==> src/cstc_cfg.svh <==
// Offsets, field positions, reset values and decode constants
`ifndef CSTC_CFG_SVH
`define CSTC_CFG_SVH

`define CSTC_ADDR_STEP0 8'h13
`define CSTC_ADDR_STEP1 8'h14
`define CSTC_ADDR_THM0 8'h15

`define CSTC_RST_STEP0 8'h00
`define CSTC_RST_STEP1 8'h00
`define CSTC_RST_THM0 8'h00

`define CSTC_MASK_STEP0 8'h7F
`define CSTC_MASK_STEP1 8'h1F
`define CSTC_MASK_THM0 8'h7F

`define CSTC_HYS_LSB 4
`define CSTC_RISE_LSB 0
`define CSTC_UVLO_LSB 3
`define CSTC_ISTEP_LSB 0
`define CSTC_THMEN_LSB 5
`define CSTC_COOLREG_LSB 3
`define CSTC_COOLFCHG_LSB 0

`define CSTC_RISE_BASE_MV 13'h0ED8
`define CSTC_RISE_STEP_MV 13'h0032
`define CSTC_HYS_STEP_MV 13'h0064
`define CSTC_HYS_MAX_CODE 3'h5

`define CSTC_SCALE_BASE 4'h2
`define CSTC_SCALE_FULL 4'hA
`define CSTC_SCALE_TOP_CODE 3'h7

`define CSTC_COOL_OFS_00 13'h0096
`define CSTC_COOL_OFS_01 13'h0064
`define CSTC_COOL_OFS_10 13'h0032
`define CSTC_COOL_OFS_11 13'h0000

`define CSTC_ZONE_COLD 3'h0
`define CSTC_ZONE_COOL 3'h1
`define CSTC_ZONE_ROOM 3'h2
`define CSTC_ZONE_WARM 3'h3
`define CSTC_ZONE_HOT 3'h4

`define CSTC_THM_OFF 2'h0
`define CSTC_THM_COOL_ROOM 2'h1
`define CSTC_THM_ROOM_WARM 2'h2
`define CSTC_THM_ALL 2'h3

`endif

==> src/cstc_pkg.sv <==
// Types shared by the step-charge and thermistor configuration block
package cstc_pkg;

  typedef enum logic [1:0] {
    CSTC_STEP_FULL = 2'b01,
    CSTC_STEP_REDUCED = 2'b10
  } cstc_step_type;

  typedef struct packed {
    logic [7:0] step_cfg0_reg;
    logic [7:0] step_cfg1_reg;
    logic [7:0] thm_cfg0_reg;
    logic [7:0] rdata_reg;
    logic sup_meta_reg;
    logic sup_sync_reg;
    cstc_step_type step_reg;
    logic [3:0] scale_reg;
    logic [12:0] vreg_reg;
    logic allow_reg;
    logic mon_reg;
  } cstc_state_type;

endpackage : cstc_pkg

==> src/cstc_scale.sv <==
// Current-scale code to tenths of nominal fast-charge current
`timescale 1ns/1ps
`default_nettype none
`include "cstc_cfg.svh"

module cstc_scale (
  input wire logic [2:0] code,
  output logic [3:0] tenths
);

  always_comb begin
    if (code == `CSTC_SCALE_TOP_CODE) begin
      tenths = `CSTC_SCALE_FULL;
    end else begin
      tenths = `CSTC_SCALE_BASE + {1'b0, code};
    end
  end

endmodule : cstc_scale
`default_nettype wire

==> src/cstc_top.sv <==
// Step-charge and cool-zone thermistor configuration registers and control
// Operation
// RULE1 - Hysteresis code 0-5 selects 100-600 mV; codes 6 and 7 reserved.
// RULE2 - Rising threshold is 3.80 V plus 50 mV per code step.
// RULE3 - Above threshold, current is the minimum of step scale and zone scale.
// RULE4 - Thermistor monitoring mode acts only while input supply present.
// RULE5 - Mode 11 monitors while input supply present and allows charging in cool, room, warm.
// RULE6 - Cool zone lowers regulation target by 150, 100, 50 or 0 mV.
// RULE7 - Cool zone current scale: codes 0-6 give 0.2-0.8, code 7 gives 1.0.
// RULE8 - Full current returns only below rising threshold minus hysteresis.
`timescale 1ns/1ps
`default_nettype none
`include "cstc_cfg.svh"

module cstc_top (
  input wire logic sys_clk,
  input wire logic rstn,
  input wire logic [7:0] reg_addr,
  input wire logic [7:0] reg_wdata,
  input wire logic reg_wr,
  input wire logic reg_rd,
  output logic [7:0] reg_rdata,
  input wire logic charger_input_supply,
  input wire logic [12:0] vbat_mv,
  input wire logic [12:0] base_vreg_setting,
  input wire logic [2:0] thermal_zone,
  output logic step_reduced,
  output logic [3:0] fast_charge_scale,
  output logic [12:0] vreg_target_mv,
  output logic charge_allowed,
  output logic monitor_active,
  output logic [1:0] system_undervoltage_sel
);

  cstc_pkg::cstc_state_type s;
  cstc_pkg::cstc_state_type n;

  logic [2:0] step_hysteresis_sel;
  logic [3:0] step_rise_threshold_sel;
  logic [2:0] step_current_code;
  logic [1:0] thermistor_monitor_mode;
  logic [1:0] cool_zone_vreg_offset;
  logic [2:0] cool_zone_current_code;
  logic [3:0] step_current_scale;
  logic [3:0] cool_zone_current_scale;
  logic [12:0] rise_mv;
  logic [12:0] hys_mv;
  logic [12:0] fall_mv;
  logic [12:0] cool_ofs_mv;
  logic [2:0] hys_code_eff;
  logic mon_on;
  logic cool_applied;
  logic zone_ok;
  logic [3:0] step_lim;
  logic [3:0] zone_lim;

  assign step_hysteresis_sel = s.step_cfg0_reg[`CSTC_HYS_LSB +: 3];
  assign step_rise_threshold_sel = s.step_cfg0_reg[`CSTC_RISE_LSB +: 4];
  assign step_current_code = s.step_cfg1_reg[`CSTC_ISTEP_LSB +: 3];
  assign thermistor_monitor_mode = s.thm_cfg0_reg[`CSTC_THMEN_LSB +: 2];
  assign cool_zone_vreg_offset = s.thm_cfg0_reg[`CSTC_COOLREG_LSB +: 2];
  assign cool_zone_current_code = s.thm_cfg0_reg[`CSTC_COOLFCHG_LSB +: 3];

  cstc_scale u_step_scale (
    .code(step_current_code),
    .tenths(step_current_scale)
  );

  cstc_scale u_cool_scale (
    .code(cool_zone_current_code),
    .tenths(cool_zone_current_scale)
  );

  always_comb begin
    n = s;
    // Reserved hysteresis codes saturate at the largest legal step
    hys_code_eff = (step_hysteresis_sel > `CSTC_HYS_MAX_CODE) ?
                   `CSTC_HYS_MAX_CODE : step_hysteresis_sel; // [RULE1]
    hys_mv = ({10'h000, hys_code_eff} + 13'h0001) *
             `CSTC_HYS_STEP_MV; // [RULE1]
    rise_mv = `CSTC_RISE_BASE_MV +
              {9'h000, step_rise_threshold_sel} *
              `CSTC_RISE_STEP_MV; // [RULE2]
    fall_mv = rise_mv - hys_mv; // [RULE8]
    case (cool_zone_vreg_offset)
      2'h0: cool_ofs_mv = `CSTC_COOL_OFS_00; // [RULE6]
      2'h1: cool_ofs_mv = `CSTC_COOL_OFS_01;
      2'h2: cool_ofs_mv = `CSTC_COOL_OFS_10;
      default: cool_ofs_mv = `CSTC_COOL_OFS_11;
    endcase
    mon_on = s.sup_sync_reg &&
             (thermistor_monitor_mode != `CSTC_THM_OFF); // [RULE4]
    case (thermal_zone)
      `CSTC_ZONE_COOL: begin
        zone_ok = (thermistor_monitor_mode == `CSTC_THM_COOL_ROOM) ||
                  (thermistor_monitor_mode == `CSTC_THM_ALL); // [RULE5]
      end
      `CSTC_ZONE_ROOM: zone_ok = 1'b1; // [RULE5]
      `CSTC_ZONE_WARM: begin
        zone_ok = (thermistor_monitor_mode == `CSTC_THM_ROOM_WARM) ||
                  (thermistor_monitor_mode == `CSTC_THM_ALL); // [RULE5]
      end
      default: zone_ok = 1'b0;
    endcase
    cool_applied = mon_on && zone_ok &&
                   (thermal_zone == `CSTC_ZONE_COOL); // [RULE6]

    // Pin synchroniser for the supply-present level
    n.sup_meta_reg = charger_input_supply;
    n.sup_sync_reg = s.sup_meta_reg;

    // Register writes; unused bits stay zero
    if (reg_wr) begin
      case (reg_addr)
        `CSTC_ADDR_STEP0: n.step_cfg0_reg = reg_wdata & `CSTC_MASK_STEP0;
        `CSTC_ADDR_STEP1: n.step_cfg1_reg = reg_wdata & `CSTC_MASK_STEP1;
        `CSTC_ADDR_THM0: n.thm_cfg0_reg = reg_wdata & `CSTC_MASK_THM0;
        default: n.step_cfg0_reg = s.step_cfg0_reg;
      endcase
    end
    // Reads return pre-write contents; unmapped reads give zero
    if (reg_rd) begin
      case (reg_addr)
        `CSTC_ADDR_STEP0: n.rdata_reg = s.step_cfg0_reg;
        `CSTC_ADDR_STEP1: n.rdata_reg = s.step_cfg1_reg;
        `CSTC_ADDR_THM0: n.rdata_reg = s.thm_cfg0_reg;
        default: n.rdata_reg = 8'h00;
      endcase
    end

    case (s.step_reg)
      cstc_pkg::CSTC_STEP_FULL: begin
        if (vbat_mv > rise_mv) begin
          n.step_reg = cstc_pkg::CSTC_STEP_REDUCED; // [RULE2]
        end
      end
      cstc_pkg::CSTC_STEP_REDUCED: begin
        if (vbat_mv < fall_mv) begin
          n.step_reg = cstc_pkg::CSTC_STEP_FULL; // [RULE8]
        end
      end
      default: n.step_reg = cstc_pkg::CSTC_STEP_FULL;
    endcase

    step_lim = (n.step_reg == cstc_pkg::CSTC_STEP_REDUCED) ?
               step_current_scale : `CSTC_SCALE_FULL;
    zone_lim = cool_applied ? cool_zone_current_scale :
               `CSTC_SCALE_FULL; // [RULE7]
    n.scale_reg = (step_lim < zone_lim) ? step_lim : zone_lim; // [RULE3]
    // Outside the cool reduction the base target passes unchanged
    n.vreg_reg = cool_applied ? (base_vreg_setting - cool_ofs_mv) :
                 base_vreg_setting; // [RULE6]
    n.allow_reg = !mon_on || zone_ok; // [RULE4] [RULE5]
    n.mon_reg = mon_on; // [RULE4]
  end

  always_ff @(posedge sys_clk or negedge rstn) begin
    if (!rstn) begin
      s.step_cfg0_reg <= `CSTC_RST_STEP0;
      s.step_cfg1_reg <= `CSTC_RST_STEP1;
      s.thm_cfg0_reg <= `CSTC_RST_THM0;
      s.rdata_reg <= 8'h00;
      s.sup_meta_reg <= 1'b0;
      s.sup_sync_reg <= 1'b0;
      s.step_reg <= cstc_pkg::CSTC_STEP_FULL;
      s.scale_reg <= `CSTC_SCALE_FULL;
      s.vreg_reg <= 13'h0000;
      s.allow_reg <= 1'b1;
      s.mon_reg <= 1'b0;
    end else begin
      s <= n;
    end
  end

  assign reg_rdata = s.rdata_reg;
  assign step_reduced = (s.step_reg == cstc_pkg::CSTC_STEP_REDUCED);
  assign fast_charge_scale = s.scale_reg;
  assign vreg_target_mv = s.vreg_reg;
  assign charge_allowed = s.allow_reg;
  assign monitor_active = s.mon_reg;
  assign system_undervoltage_sel = s.step_cfg1_reg[`CSTC_UVLO_LSB +: 2];
endmodule : cstc_top
`default_nettype wire

==> config.mk <==
export PLATFORM = sky130hd
export DESIGN_NAME = cstc_top
export DESIGN_NICKNAME = d
export VERILOG_FILES = /design/src/cstc_pkg.sv /design/src/cstc_scale.sv /design/src/cstc_top.sv
export VERILOG_INCLUDE_DIRS = /design/src
export SDC_FILE = /design/constraint.sdc
export NUM_CORES = 1
export LEC_CHECK = 0
export BUFFER_PORTS_ARGS = -buffer_cell sky130_fd_sc_hd__clkbuf_2
export CORE_MARGIN = 3
export CORE_UTILIZATION = 40
export CTS_CLUSTER_DIAMETER = 30
export CTS_CLUSTER_SIZE = 16
export DETAILED_ROUTE_END_ITERATION = 16
export GPL_ROUTABILITY_DRIVEN = 0
export GPL_TIMING_DRIVEN = 0
export PLACE_DENSITY = 0.6
export SYNTH_ARGS = -nofsm -noshare
export SYNTH_HDL_FRONTEND = slang
export SYNTH_SLANG_ARGS = --single-unit
export TNS_END_PERCENT = 1
==> constraint.sdc <==
create_clock -name sys_clk -period 5.1 [get_ports sys_clk]
set_input_delay 1.275 -clock sys_clk [delete_from_list [all_inputs] [get_ports sys_clk]]
set_output_delay 1.275 -clock sys_clk [all_outputs]
set_load 0.05 [all_outputs]
==> out/metrics.csv, run 1 <==
stage,metric,value,unit
run_status,status,"complete, but fails checks",
run_status,failing checks,setup timing,
global_routing,total grt overflow,0,
clocking,clock latency on the worst-skew pair,0.29,ns
detailed_routing,DR WL/cell,13.2,µm
logic_synthesis,main combinational cell family by area after synthesis,adder cells,
timing,max frequency,0.181,GHz
floorplan,Die W,108,µm
clocking,Clock transition at path regs,0.09,ns
detailed_routing,Vias/cell,4.92,
power,Pwr Density,307,mW/mm²
logic_synthesis,largest area contributor in the netlist,dfrtp_1,
logic_synthesis,register area share after synthesis,0.296,
timing,Period minus WS final,5.52,ns
cells_and_area,P&R area growth vs syn,25.4,%
global_routing,vias in the first global route,3135,
logic_synthesis,asr flop ratio synth,1.00,
timing,slew at the pin closest to its max-slew limit,0.582,ns
clocking,clock root buffer master,clkbuf_8,
clocking,depth of the CTS H-tree,2,
detailed_routing,First-pass DRT Iterations,4,
detailed_routing,DR DRC count,0,
timing,"Slew Viols, Final",0,
floorplan,Die Span Y,108,µm
worst_setup_path,crit end category,flip-flop,
cells_and_area,final std cells w/o fill,667,
job,max-cap viol count,0,
logic_synthesis,Synth Warn #,0,
timing,RSZ-0062 raised after global routing,true,
timing,final worst slack,-0.419,ns
worst_setup_path,Max Fanout on Critical Path,5,
logic_synthesis,Yosys reg bits,49,
logic_synthesis,Synth Area per Inst,9.65,µm²
floorplan,die area,0.0117,mm²
logic_synthesis,"top cells by area, synth","dfrtp_1 27%, ha_1 20%, buf_4 4.9%, mux2_4 4.7%, inv_1 3.5%",
global_routing,largest net degree at the start of global routing,50,
detailed_routing,Final Routed Wirelength,8.78,mm
detailed_routing,Vias,3281,
logic_synthesis,Post-synth EDFFs,0,
floorplan,I/O pin count,80,
worst_hold_path,Hold Crit Class,reg2reg,
detailed_routing,Antenna Violating Nets Remaining,0,
logic_synthesis,Synth Area in Compound Gates,0.130,
logic_synthesis,mux cell area share after synthesis,0.0764,
floorplan,core area,0.00995,mm²
floorplan,Placement Rows,36,
power,VDD IR max,0.129,mV
cells_and_area,Inserted Diodes,0,
global_routing,total track usage,0.150,
power,LEAKAGE,2.61,nW
logic_synthesis,Post-synth top flop,dfrtp_1,
cells_and_area,final instance area,0.00522,mm²
placed_design,Placement Cell Area,0.00480,mm²
global_routing,first-pass GRT wire length,14.3,mm
timing,Setup TNS,-0.974,ns
clocking,CTS max path bufs,2,
cells_and_area,share of layout cells above drive strength 1,0.378,
placed_design,PortBufs,76,
logic_synthesis,Cells after Synth,431,
worst_setup_path,CP arrival,5.70,ns
logic_synthesis,number of distinct library cells after synthesis,57,
logic_synthesis,Synth Area in Simple Gates,0.135,
timing,Max-slew headroom,0.612,
cells_and_area,nets,652,
placed_design,placed insts,641,
timing,Clock Skew,0.0106,ns
logic_synthesis,Post-Synth Adder-Cell Area,0.215,
logic_synthesis,Synth top area share,0.271,
detailed_routing,Iter 0 DRT Violations,69,
timing,# setup viols final,4,
worst_setup_path,critical path class,reg2reg,
placed_design,DP HPWL,7.09,mm
global_routing,initial antenna violation count,0,
logic_synthesis,Post-Synthesis Cell Area,0.00416,mm²
timing,Final Hold Violating Endpoints,0,
logic_synthesis,post-synthesis xor/xnor area fraction,0.0547,
clocking,Num CTS Buffers,5,
worst_setup_path,crit start category,flip-flop,
floorplan,Starting Density,0.418,
clocking,CTS tree,yes,
clocking,Num Clock Sinks,49,
worst_setup_path,Critical Path RT,5.28,ns
timing,Final period util,1.08,
-- cell usage after synthesis (3+ instances only) --
| library cell | n |
|---|---|
| nor3_1 | 7 |
| nand4_1 | 4 |
| nor2b_1 | 7 |
| xor2_1 | 10 |
| inv_1 | 39 |
| o21ai_0 | 17 |
| nand2_1 | 27 |
| nand3_1 | 4 |
| ha_1 | 65 |
| a21oi_1 | 28 |
| dfrtp_1 | 45 |
| o31ai_1 | 3 |
| o21ai_1 | 4 |
| nor4_1 | 3 |
| fa_1 | 4 |
| dfstp_2 | 4 |
| mux2_1 | 5 |
| clkbuf_1 | 4 |
| xnor2_1 | 16 |
| nor2_1 | 25 |
| mux2_4 | 13 |
| buf_4 | 27 |
| o21a_1 | 3 |
| a21o_1 | 4 |
| nand2b_1 | 9 |
| a31oi_1 | 3 |
| and3b_1 | 3 |
| mux2_2 | 5 |
| a22oi_1 | 5 |
-- layout by cell type, fill, tap and decap left out, drive strengths merged, types with 10 or more instances in the layout --
cell type / netlist / final
a21oi: 28 / 28
buf: 29 / 47
clkbuf: 4 / 87
dfrtp: 45 / 45
ha: 65 / 65
inv: 39 / 39
mux2: 23 / 23
nand2: 27 / 27
nor2: 25 / 25
o21ai: 23 / 23
xnor2: 16 / 16
xor2: 10 / 10
-- through the flow --
stage          setup slack [ns]  total power, mW   util  hold slack, ns
6_report                 -0.419             1.60  0.524           0.362
5_1_grt                  -0.720             1.75  0.524           0.375
4_1_cts                  -0.406             1.54  0.504           0.363
3_5_place_dp             -0.613             1.21  0.483           0.342
3_3_place_gp             -0.562             1.19  0.483           0.333
2_1_floorplan           -0.0233             1.04      -           0.331
-- layer usage --
layer | wire [µm] | track usage | vias up
met1 | 4030 | 0.211 | 1553
met2 | 4370 | 0.254 | 57
met5 | 0 | 0 | -
met4 | 37 | 0.0198 | 0
li1 | - | - | 1667
met3 | 339 | 0.0227 | 4
-- layout make-up --
type	instances	area, µm²
plain buffers	33	234
clock buffers	7	86.3
clock inverters	1	30.0
fillers	929	4740
inverters	39	146
multi-input cells	311	2790
flip-flops and latches	49	1230
well taps	133	166
repair buffers	94	528
-- logic make-up (layout without fill, tap and decap cells) --
logic type               Yosys count  in the layout
flip-flops                        49             49
adder cells (fa/ha/maj)           69             69
XOR/XNOR                          26             26
multiplexers                      24             24
AND/OR/NAND/NOR                  104            104
AO/OA/AOI/OAI                     85             85
other                              2              3
buffers and inverters             72            174
-- final timing paths --
kind	slack, ns	start	cells past startpoint	endpoint
setup reg to reg	-0.42	s[53]	25	fast_charge_scale[2]
hold / removal	0.36	n[21]	0	s[21]
hold reg to reg	0.36	n[21]	0	s[21]
max in group asynchronous	3.67	rstn	2	fast_charge_scale[3]
min in group asynchronous	0.87	rstn	1	vreg_target_mv[11]
setup / recovery	-0.42	s[53]	25	fast_charge_scale[2]
-- what timing repair did --
action	CTS	global route
endpoints found under the setup margin	4	4
buffers inserted	11	6
gates resized for setup	5	22
hold endpoints to repair	0	0
pin swaps	12	21
hold buffers	0	0
cloned	0	0
-- sequential cells by signal, indices dropped and copies added (netlist names) --
signal,flops
s,15
vreg_target_mv,13
reg_rdata,7
fast_charge_scale,4
cool_zone_current_code,3
cool_zone_vreg_offset,2
system_undervoltage_sel,2
charge_allowed,1
monitor_active,1
n,1
-- critical path, stage by stage, from the launching register on --
cell	delay, ns
dfrtp_2	0.44
a21o_1	0.19
ha_2	0.18
xnor2_2	0.21
inv_2	0.07
ha_4	0.27
inv_2	0.04
fa_2	0.39
xor2_2	0.16
ha_1	0.36
o21ai_2	0.16
a21oi_2	0.05
nor3_2	0.17
xnor2_1	0.09
ha_1	0.29
nand4_1	0.20
nor2_2	0.17
o221ai_2	0.13
a31oi_1	0.18
o21ai_2	0.13
or3_4	0.39
ha_4	0.27
and3_4	0.19
o2111ai_4	0.12
o211ai_2	0.24
mux2_4	0.31
-- where the power goes --
part / switching (mW) / internal (mW) / leakage, nW / total (mW)
clock: 0.121 / 0.160 / 0.0585 / 0.281
combinational: 0.489 / 0.387 / 1.95 / 0.876
sequential: 0.0248 / 0.421 / 0.609 / 0.446
total: 0.635 / 0.967 / 2.61 / 1.60
No activity file was read; power rests on OpenSTA's default activity.
==> run 2: changes to the inputs <==
PLACE_DENSITY = 0.58   (was 0.6)
clock period = 5.2 ns   (was 5.1 ns; I/O delays follow)
==> run 2 against run 1 <==
The flow still finishes with violations (setup timing). Largest power group unchanged. Critical path type unchanged. Utilization fell by 0.063 points. Worst hold slack got worse by 0.0059 ns. Count of clock-buffer cells in the layout fell by 2.
==> out/metrics.csv, run 2 (synthesis results as in run 1) <==
stage,metric,value,unit,change
run_status,status,"complete, but fails checks",,unchanged
run_status,failing checks,setup timing,,unchanged
power,Seq pwr share,0.283,,was 0.278
global_routing,largest net degree at the start of global routing,50,,unchanged
cells_and_area,Largest register FFs,15,,unchanged
placed_design,PortBufs,76,,unchanged
power,Int Pwr,890,µW,was 967 µW
power,switch share,0.425,,was 0.396
floorplan,core area,0.00995,mm²,unchanged
cells_and_area,most frequent cells in the layout,"76 x clkbuf_2, 58 x ha_1, 42 x dfrtp_1",,"was 76 x clkbuf_2, 59 x ha_1, 44 x buf_4"
clocking,CTS max path bufs,2,,unchanged
power,Logic pwr share,0.574,,was 0.546
detailed_routing,First-pass DRT Iterations,4,,unchanged
timing,RSZ-0062 raised after global routing,true,,unchanged
cells_and_area,Inserted Diodes,0,,unchanged
power,proportion of power drawn by the clock network,0.144,,was 0.176
timing,Worst Hold Margin,0.356,ns,was 0.362 ns
clocking,Num CTS Buffers,5,,unchanged
global_routing,first-pass GRT wire length,14.7,mm,was 14.3 mm
floorplan,Placement Rows,36,,unchanged
worst_setup_path,crit end category,flip-flop,,unchanged
cells_and_area,largest register by flop count,s,,unchanged
floorplan,die area,0.0117,mm²,unchanged
timing,slew at the pin closest to its max-slew limit,0.597,ns,was 0.582 ns
global_routing,initial antenna violation count,0,,unchanged
floorplan,Starting Density,0.418,,unchanged
detailed_routing,Vias/cell,4.86,,was 4.92
cells_and_area,share of layout cells above drive strength 1,0.379,,was 0.378
timing,max frequency,0.181,GHz,about the same
clocking,CTS tree,yes,,unchanged
power,Net Sw Power,658,µW,was 635 µW
clocking,clock latency on the worst-skew pair,0.30,ns,was 0.29 ns
worst_setup_path,crit start category,flip-flop,,unchanged
detailed_routing,Vias,3224,,"was 3,281"
cells_and_area,P&R area growth vs syn,25.3,%,was 25.4%
worst_setup_path,CP arrival,5.70,ns,about the same
worst_setup_path,Most Frequent Cell on Critical Path,ha_4,,
worst_setup_path,worst stage delay on the critical path,0.44,ns,about the same
cells_and_area,nets,649,,was 652
timing,Clock Skew,0.00929,ns,was 0.0106 ns
timing,Final period util,1.06,,was 1.08
worst_setup_path,Max Fanout on Critical Path,5,,unchanged
detailed_routing,Final Routed Wirelength,8.70,mm,was 8.78 mm
timing,final worst slack,-0.311,ns,was -0.419 ns
timing,Final Hold Violating Endpoints,0,,unchanged
floorplan,Die W,108,µm,unchanged
detailed_routing,DR WL/cell,13.1,µm,was 13.2 µm
global_routing,total track usage,0.155,,was 0.150
power,total power,1.55,mW,was 1.60 mW
worst_setup_path,Critical Path RT,5.39,ns,was 5.28 ns
power,LEAKAGE,2.60,nW,was 2.61 nW
worst_setup_path,critical path class,reg2reg,,unchanged
power,Pwr Density,297,mW/mm²,was 307 mW/mm²
timing,Max-slew headroom,0.602,,was 0.612
timing,Period minus WS final,5.51,ns,was 5.52 ns
clocking,Clock transition at path regs,0.09,ns,about the same
clocking,depth of the CTS H-tree,2,,unchanged
cells_and_area,"commonest non-fill, non-tap cell in the layout",clkbuf_2,,unchanged
floorplan,Die Span Y,108,µm,unchanged
job,max-cap viol count,0,,unchanged
placed_design,DP HPWL,7.20,mm,was 7.09 mm
detailed_routing,Antenna Violating Nets Remaining,0,,unchanged
global_routing,total grt overflow,0,,unchanged
timing,# setup viols final,2,,was 4
global_routing,vias in the first global route,3177,,"was 3,135"
power,VDD IR max,0.128,mV,was 0.129 mV
detailed_routing,DR DRC count,0,,unchanged
clocking,clock root buffer master,clkbuf_8,,unchanged
clocking,"Hold-fix buffers, CTS",0,,unchanged
floorplan,I/O pin count,80,,unchanged
timing,"Slew Viols, Final",0,,unchanged
worst_hold_path,Hold Crit Class,reg2reg,,unchanged
detailed_routing,Iter 0 DRT Violations,99,,was 69
timing,Setup TNS,-0.497,ns,was -0.974 ns
worst_setup_path,Critical Path Slowest Stage Cell,dfrtp_1,,was dfrtp_2
clocking,Num Clock Sinks,49,,unchanged
[run 2: layout make-up]
| cell class | count | area (µm²) |
|---|---|---|
| Timing Repair Buffer | 91 | 505 |
| Tap cell | 133 | 166 |
| Clock inverter | 3 | 17.5 |
| Fill cell | 932 | 4740 |
| Clock buffer | 5 | 68.8 |
| Sequential cell | 49 | 1230 |
| Buffer | 33 | 234 |
| Multi-Input combinational cell | 311 | 2840 |
| Inverter | 39 | 146 |
[run 2: stage by stage]
stage,utilization,worst slack [ns],instances,area (µm²)
3_5_place_dp,0.481,-0.673,641,4790
5_1_grt,0.524,-0.614,664,5210
4_1_cts,0.512,-0.312,661,5100
2_1_floorplan,-,0.0140,432,4240
6_report,0.524,-0.311,664,5210
3_3_place_gp,0.481,-0.593,641,4790
[run 2: power groups by stage]
| stage | clock (mW) | combinational, mW | sequential [mW] |
|---|---|---|---|
| detailed placement | 0 | 0.738 | 0.444 |
| finish | 0.222 | 0.888 | 0.438 |
| global route | 0.247 | 1.00 | 0.441 |
| CTS | 0.232 | 0.821 | 0.437 |
| global placement | 0 | 0.713 | 0.443 |
| floorplan | 0 | 0.576 | 0.440 |
[run 2: routing by layer]
| metal | vias up | wire length, µm | share of wire | track usage |
|---|---|---|---|---|
| li1 | 1668 | - | - | - |
| met1 | 1493 | 4150 | 0.48 | 0.214 |
| met2 | 57 | 4210 | 0.48 | 0.265 |
| met3 | 6 | 271 | 0.031 | 0.0221 |
| met4 | 0 | 60 | 0.0069 | 0.0243 |
| met5 | - | 0 | 0 | 0 |
[run 2: repair_timing]
item / in CTS / in global routing
setup endpoints to repair: 4 / 4
hold endpoints to repair: 0 / 0
setup buffers: 12 / 2
gates resized for setup: 22 / 13
pin swaps: 20 / 4
[run 2: path summary, 6_finish.rpt]
path,cells past startpoint,start,slack [ns],to
worst max register to register,25,s[52],-0.31,fast_charge_scale[2]
worst max-delay path,25,s[52],-0.31,fast_charge_scale[2]
worst min register to register,0,n[21],0.36,s[21]
max in group asynchronous,2,rstn,3.72,fast_charge_scale[3]
min in group asynchronous,1,rstn,0.90,vreg_target_mv[10]
worst min-delay path,0,n[21],0.36,s[21]
[run 2: worst max-delay path, delay by kind of cell (launching register included)]
family	cells	cell delay, ns
buf+inv	2	0.13
mux	1	0.31
fa+ha+maj	6	1.76
compound gates	9	1.46
simple gates	5	0.99
xor+xnor	2	0.29
flops	1	0.44
==> run 3: changes to the inputs <==
ABC_AREA = 1   (was not set)
SYNTH_HIERARCHICAL = 1   (was not set)
==> run 3 against run 2 <==
Area after synthesis rose by 1.4%. Sequential share of layout area rose by 0.31 points. Highest routed layer unchanged. Sequential cell count did not move. The run now ends clean. Synthesized cell count rose by 23%. Clock power barely moved.
==> out/metrics.csv, run 3 <==
stage,metric,value,unit,change
global_routing,vias in the first global route,3272,,"was 3,177"
detailed_routing,Vias,3438,,"was 3,224"
logic_synthesis,Post-Synthesis Cell Area,0.00422,mm²,was 0.00416 mm²
worst_setup_path,Critical Path RT,5.40,ns,was 5.39 ns
detailed_routing,Iter 0 DRT Violations,85,,was 99
worst_setup_path,Crit. Startpoint,s[53],,was s[52]
logic_synthesis,Post-Synth Adder-Cell Area,0.215,,about the same
cells_and_area,Inserted Diodes,0,,unchanged
floorplan,Starting Density,0.422,,was 0.418
logic_synthesis,top-count cell post-synth,nand2_1,,was ha_1
timing,Period minus WS final,4.86,ns,was 5.51 ns
floorplan,Placement Rows,36,,unchanged
worst_setup_path,crit start category,flip-flop,,unchanged
detailed_routing,Final Routed Wirelength,8.80,mm,was 8.70 mm
worst_hold_path,Hold Crit Class,reg2reg,,unchanged
logic_synthesis,Synth top area share,0.267,,was 0.271
logic_synthesis,"top cells by area, synth","dfrtp_1 27%, ha_1 20%, nand2_1 10%, inv_1 7.7%, buf_4 5.0%",,"was dfrtp_1 27%, ha_1 20%, buf_4 4.9%, mux2_4 4.7%, inv_1 3.5%"
clocking,"Hold-fix buffers, CTS",0,,unchanged
logic_synthesis,Post-synth top flop,dfrtp_1,,unchanged
cells_and_area,share of layout cells above drive strength 1,0.305,,was 0.379
cells_and_area,# fillers,1009,,was 932
worst_setup_path,FF-to-FF End,fast_charge_scale[0],,was fast_charge_scale[2]
placed_design,PortBufs,77,,was 76
logic_synthesis,Synth Area per Inst,7.97,µm²,was 9.65 µm²
power,Pwr Density,248,mW/mm²,was 297 mW/mm²
logic_synthesis,asr flop ratio synth,1.00,,unchanged
logic_synthesis,post-synthesis xor/xnor area fraction,0.0540,,was 0.0547
timing,max frequency,0.206,GHz,was 0.181 GHz
power,VDD IR max,0.124,mV,was 0.128 mV
placed_design,DP HPWL,7.10,mm,was 7.20 mm
timing,"Slew Viols, Final",0,,unchanged
global_routing,largest net degree at the start of global routing,50,,unchanged
clocking,Num CTS Buffers,5,,unchanged
clocking,clock latency on the worst-skew pair,0.31,ns,was 0.30 ns
detailed_routing,Antenna Violating Nets Remaining,0,,unchanged
cells_and_area,Largest register FFs,15,,unchanged
floorplan,Die Span Y,109,µm,was 108 µm
timing,Setup TNS,0,ns,was -0.497 ns
timing,Final Hold Violating Endpoints,0,,unchanged
clocking,clock root buffer master,clkbuf_8,,unchanged
cells_and_area,P&R area growth vs syn,22.0,%,was 25.3%
worst_setup_path,Critical Path Slowest Stage Cell,dfrtp_2,,was dfrtp_1
worst_hold_path,hold_sp,n[21],,unchanged
run_status,status,"complete, no violations",,"was complete, but fails checks"
floorplan,core area,0.0100,mm²,was 0.00995 mm²
detailed_routing,DR DRC count,0,,unchanged
power,total power,1.28,mW,was 1.55 mW
worst_setup_path,worst reg-to-reg path cell count,29,,was 25
floorplan,die area,0.0118,mm²,was 0.0117 mm²
placed_design,placed insts,740,,was 641
logic_synthesis,Post-synth EDFFs,0,,unchanged
worst_setup_path,worst stage delay on the critical path,0.47,ns,was 0.44 ns
global_routing,total grt overflow,0,,unchanged
logic_synthesis,Synth Area in Compound Gates,0.0979,,was 0.130
logic_synthesis,Post-synth top cells,"117 x nand2_1, 86 x inv_1, 66 x ha_1, 45 x dfrtp_1, 28 x buf_4",,"was 65 x ha_1, 45 x dfrtp_1, 39 x inv_1, 28 x a21oi_1"
worst_setup_path,Max Fanout on Critical Path,6,,was 5
cells_and_area,nets,745,,was 649
power,LEAKAGE,2.88,nW,was 2.60 nW
clocking,depth of the CTS H-tree,2,,unchanged
logic_synthesis,Synth Area in Simple Gates,0.200,,was 0.135
clocking,Num Clock Sinks,49,,unchanged
job,max-cap viol count,0,,unchanged
worst_setup_path,crit end category,flip-flop,,unchanged
logic_synthesis,Synth Warn #,6,,was 0
logic_synthesis,number of distinct library cells after synthesis,42,,was 57
timing,slew at the pin closest to its max-slew limit,0.537,ns,was 0.597 ns
clocking,CTS tree,yes,,unchanged
detailed_routing,DR WL/cell,11.6,µm,was 13.1 µm
clocking,Clock transition at path regs,0.10,ns,was 0.09 ns
logic_synthesis,register area share after synthesis,0.292,,was 0.296
worst_setup_path,critical path class,reg2reg,,unchanged
global_routing,total track usage,0.151,,was 0.155
worst_setup_path,Most Frequent Cell on Critical Path,nand2_1,,was ha_4
logic_synthesis,Yosys reg bits,49,,unchanged
timing,Final period util,0.935,,was 1.06
cells_and_area,most frequent cells in the layout,"116 x nand2_1, 86 x inv_1, 76 x clkbuf_2",,"was 76 x clkbuf_2, 58 x ha_1, 42 x dfrtp_1"
worst_setup_path,CP arrival,5.06,ns,was 5.70 ns
floorplan,Die W,109,µm,was 108 µm
clocking,CTS max path bufs,2,,unchanged
worst_setup_path,Worst R2R Setup Slack,0.34,ns,was -0.31 ns
global_routing,initial antenna violation count,0,,unchanged
cells_and_area,largest register by flop count,s,,unchanged
worst_setup_path,crit path to,fast_charge_scale[0],,was fast_charge_scale[2]
detailed_routing,Vias/cell,4.53,,was 4.86
timing,# setup viols final,0,,was 2
cells_and_area,"commonest non-fill, non-tap cell in the layout",nand2_1,,was clkbuf_2
timing,Clock Skew,0.00919,ns,was 0.00929 ns
logic_synthesis,mux cell area share after synthesis,0.00534,,was 0.0764
global_routing,first-pass GRT wire length,14.4,mm,was 14.7 mm
logic_synthesis,main combinational cell family by area after synthesis,adder cells,,unchanged
logic_synthesis,largest area contributor in the netlist,dfrtp_1,,unchanged
detailed_routing,First-pass DRT Iterations,4,,unchanged
timing,Max-slew headroom,0.638,,was 0.602
logic_synthesis,Cells after Synth,529,,was 431
floorplan,I/O pin count,80,,unchanged
worst_setup_path,reg-to-reg startpoint,s[53],,was s[52]
cells_and_area,final std cells w/o fill,759,,was 664
[run 3: per-layer routing]
| layer | vias to the layer above | track usage | wire [µm] |
|---|---|---|---|
| li1 | 1830 | - | - |
| met1 | 1542 | 0.205 | 4240 |
| met2 | 58 | 0.254 | 4140 |
| met3 | 8 | 0.0237 | 351 |
| met4 | 0 | 0.0343 | 67 |
| met5 | - | 0 | 0 |
[run 3: repair_timing]
item | 4_1_cts | 5_1_grt
buffers inserted | 0 | 10
resized for setup | 11 | 24
setup endpoints to repair | 4 | 4
pin swaps | 1 | 7
[run 3: critical path: cells and delay by family, from the launching register on]
kind	cells	cell delay (ns)
flip-flops	1	0.47
adder cells (fa/ha/maj)	6	1.75
XOR/XNOR	2	0.36
buffers and inverters	4	0.24
AND/OR/NAND/NOR	11	1.12
AO/OA/AOI/OAI	6	0.82
[run 3: logic make-up after synthesis]
| kind of cell | Yosys count |
|---|---|
| AO/OA/AOI/OAI | 74 |
| XOR/XNOR | 26 |
| adder cells (fa/ha/maj) | 70 |
| buffers and inverters | 123 |
| flip-flops | 49 |
| multiplexers | 2 |
| other | 2 |
| AND/OR/NAND/NOR | 183 |
[run 3: worst min path at each step]
stage	depth (start not counted)	endpoint
floorplan	0	s[21]
global placement	0	s[21]
detailed placement	0	s[21]
CTS	0	s[21]
global route	0	s[21]
finish	0	s[21]
[run 3: report_power, final]
part | internal (mW) | leakage (nW) | switching, mW
Clock | 0.0931 | 0.0439 | 0.131
Combinational | 0.250 | 2.24 | 0.360
Sequential | 0.420 | 0.598 | 0.0212
[run 3: area by class of cell]
class,count,area (µm²),share of cell area
Buffer,31,223,0.0433
Clock buffer,5,68.8,0.0134
Clock inverter,3,17.5,0.00340
Inverter,92,345,0.0671
Multi-Input combinational cell,358,2610,0.507
Sequential cell,49,1230,0.240
Tap cell,133,166,0.0323
Timing Repair Buffer,88,480,0.0934
[run 3: per-stage QoR]
| step | setup WS [ns] | instance area [µm²] | utilization | hold slack, ns |
|---|---|---|---|---|
| 6_report | 0.339 | 5140 | 0.515 | 0.355 |
| 5_1_grt | -0.0531 | 5140 | 0.515 | 0.367 |
| 4_1_cts | 0.0220 | 4920 | 0.492 | 0.357 |
| 3_5_place_dp | -0.247 | 4770 | 0.477 | 0.336 |
| 3_3_place_gp | -0.174 | 4770 | 0.477 | 0.332 |
| 2_1_floorplan | 0.360 | 4220 | - | 0.331 |
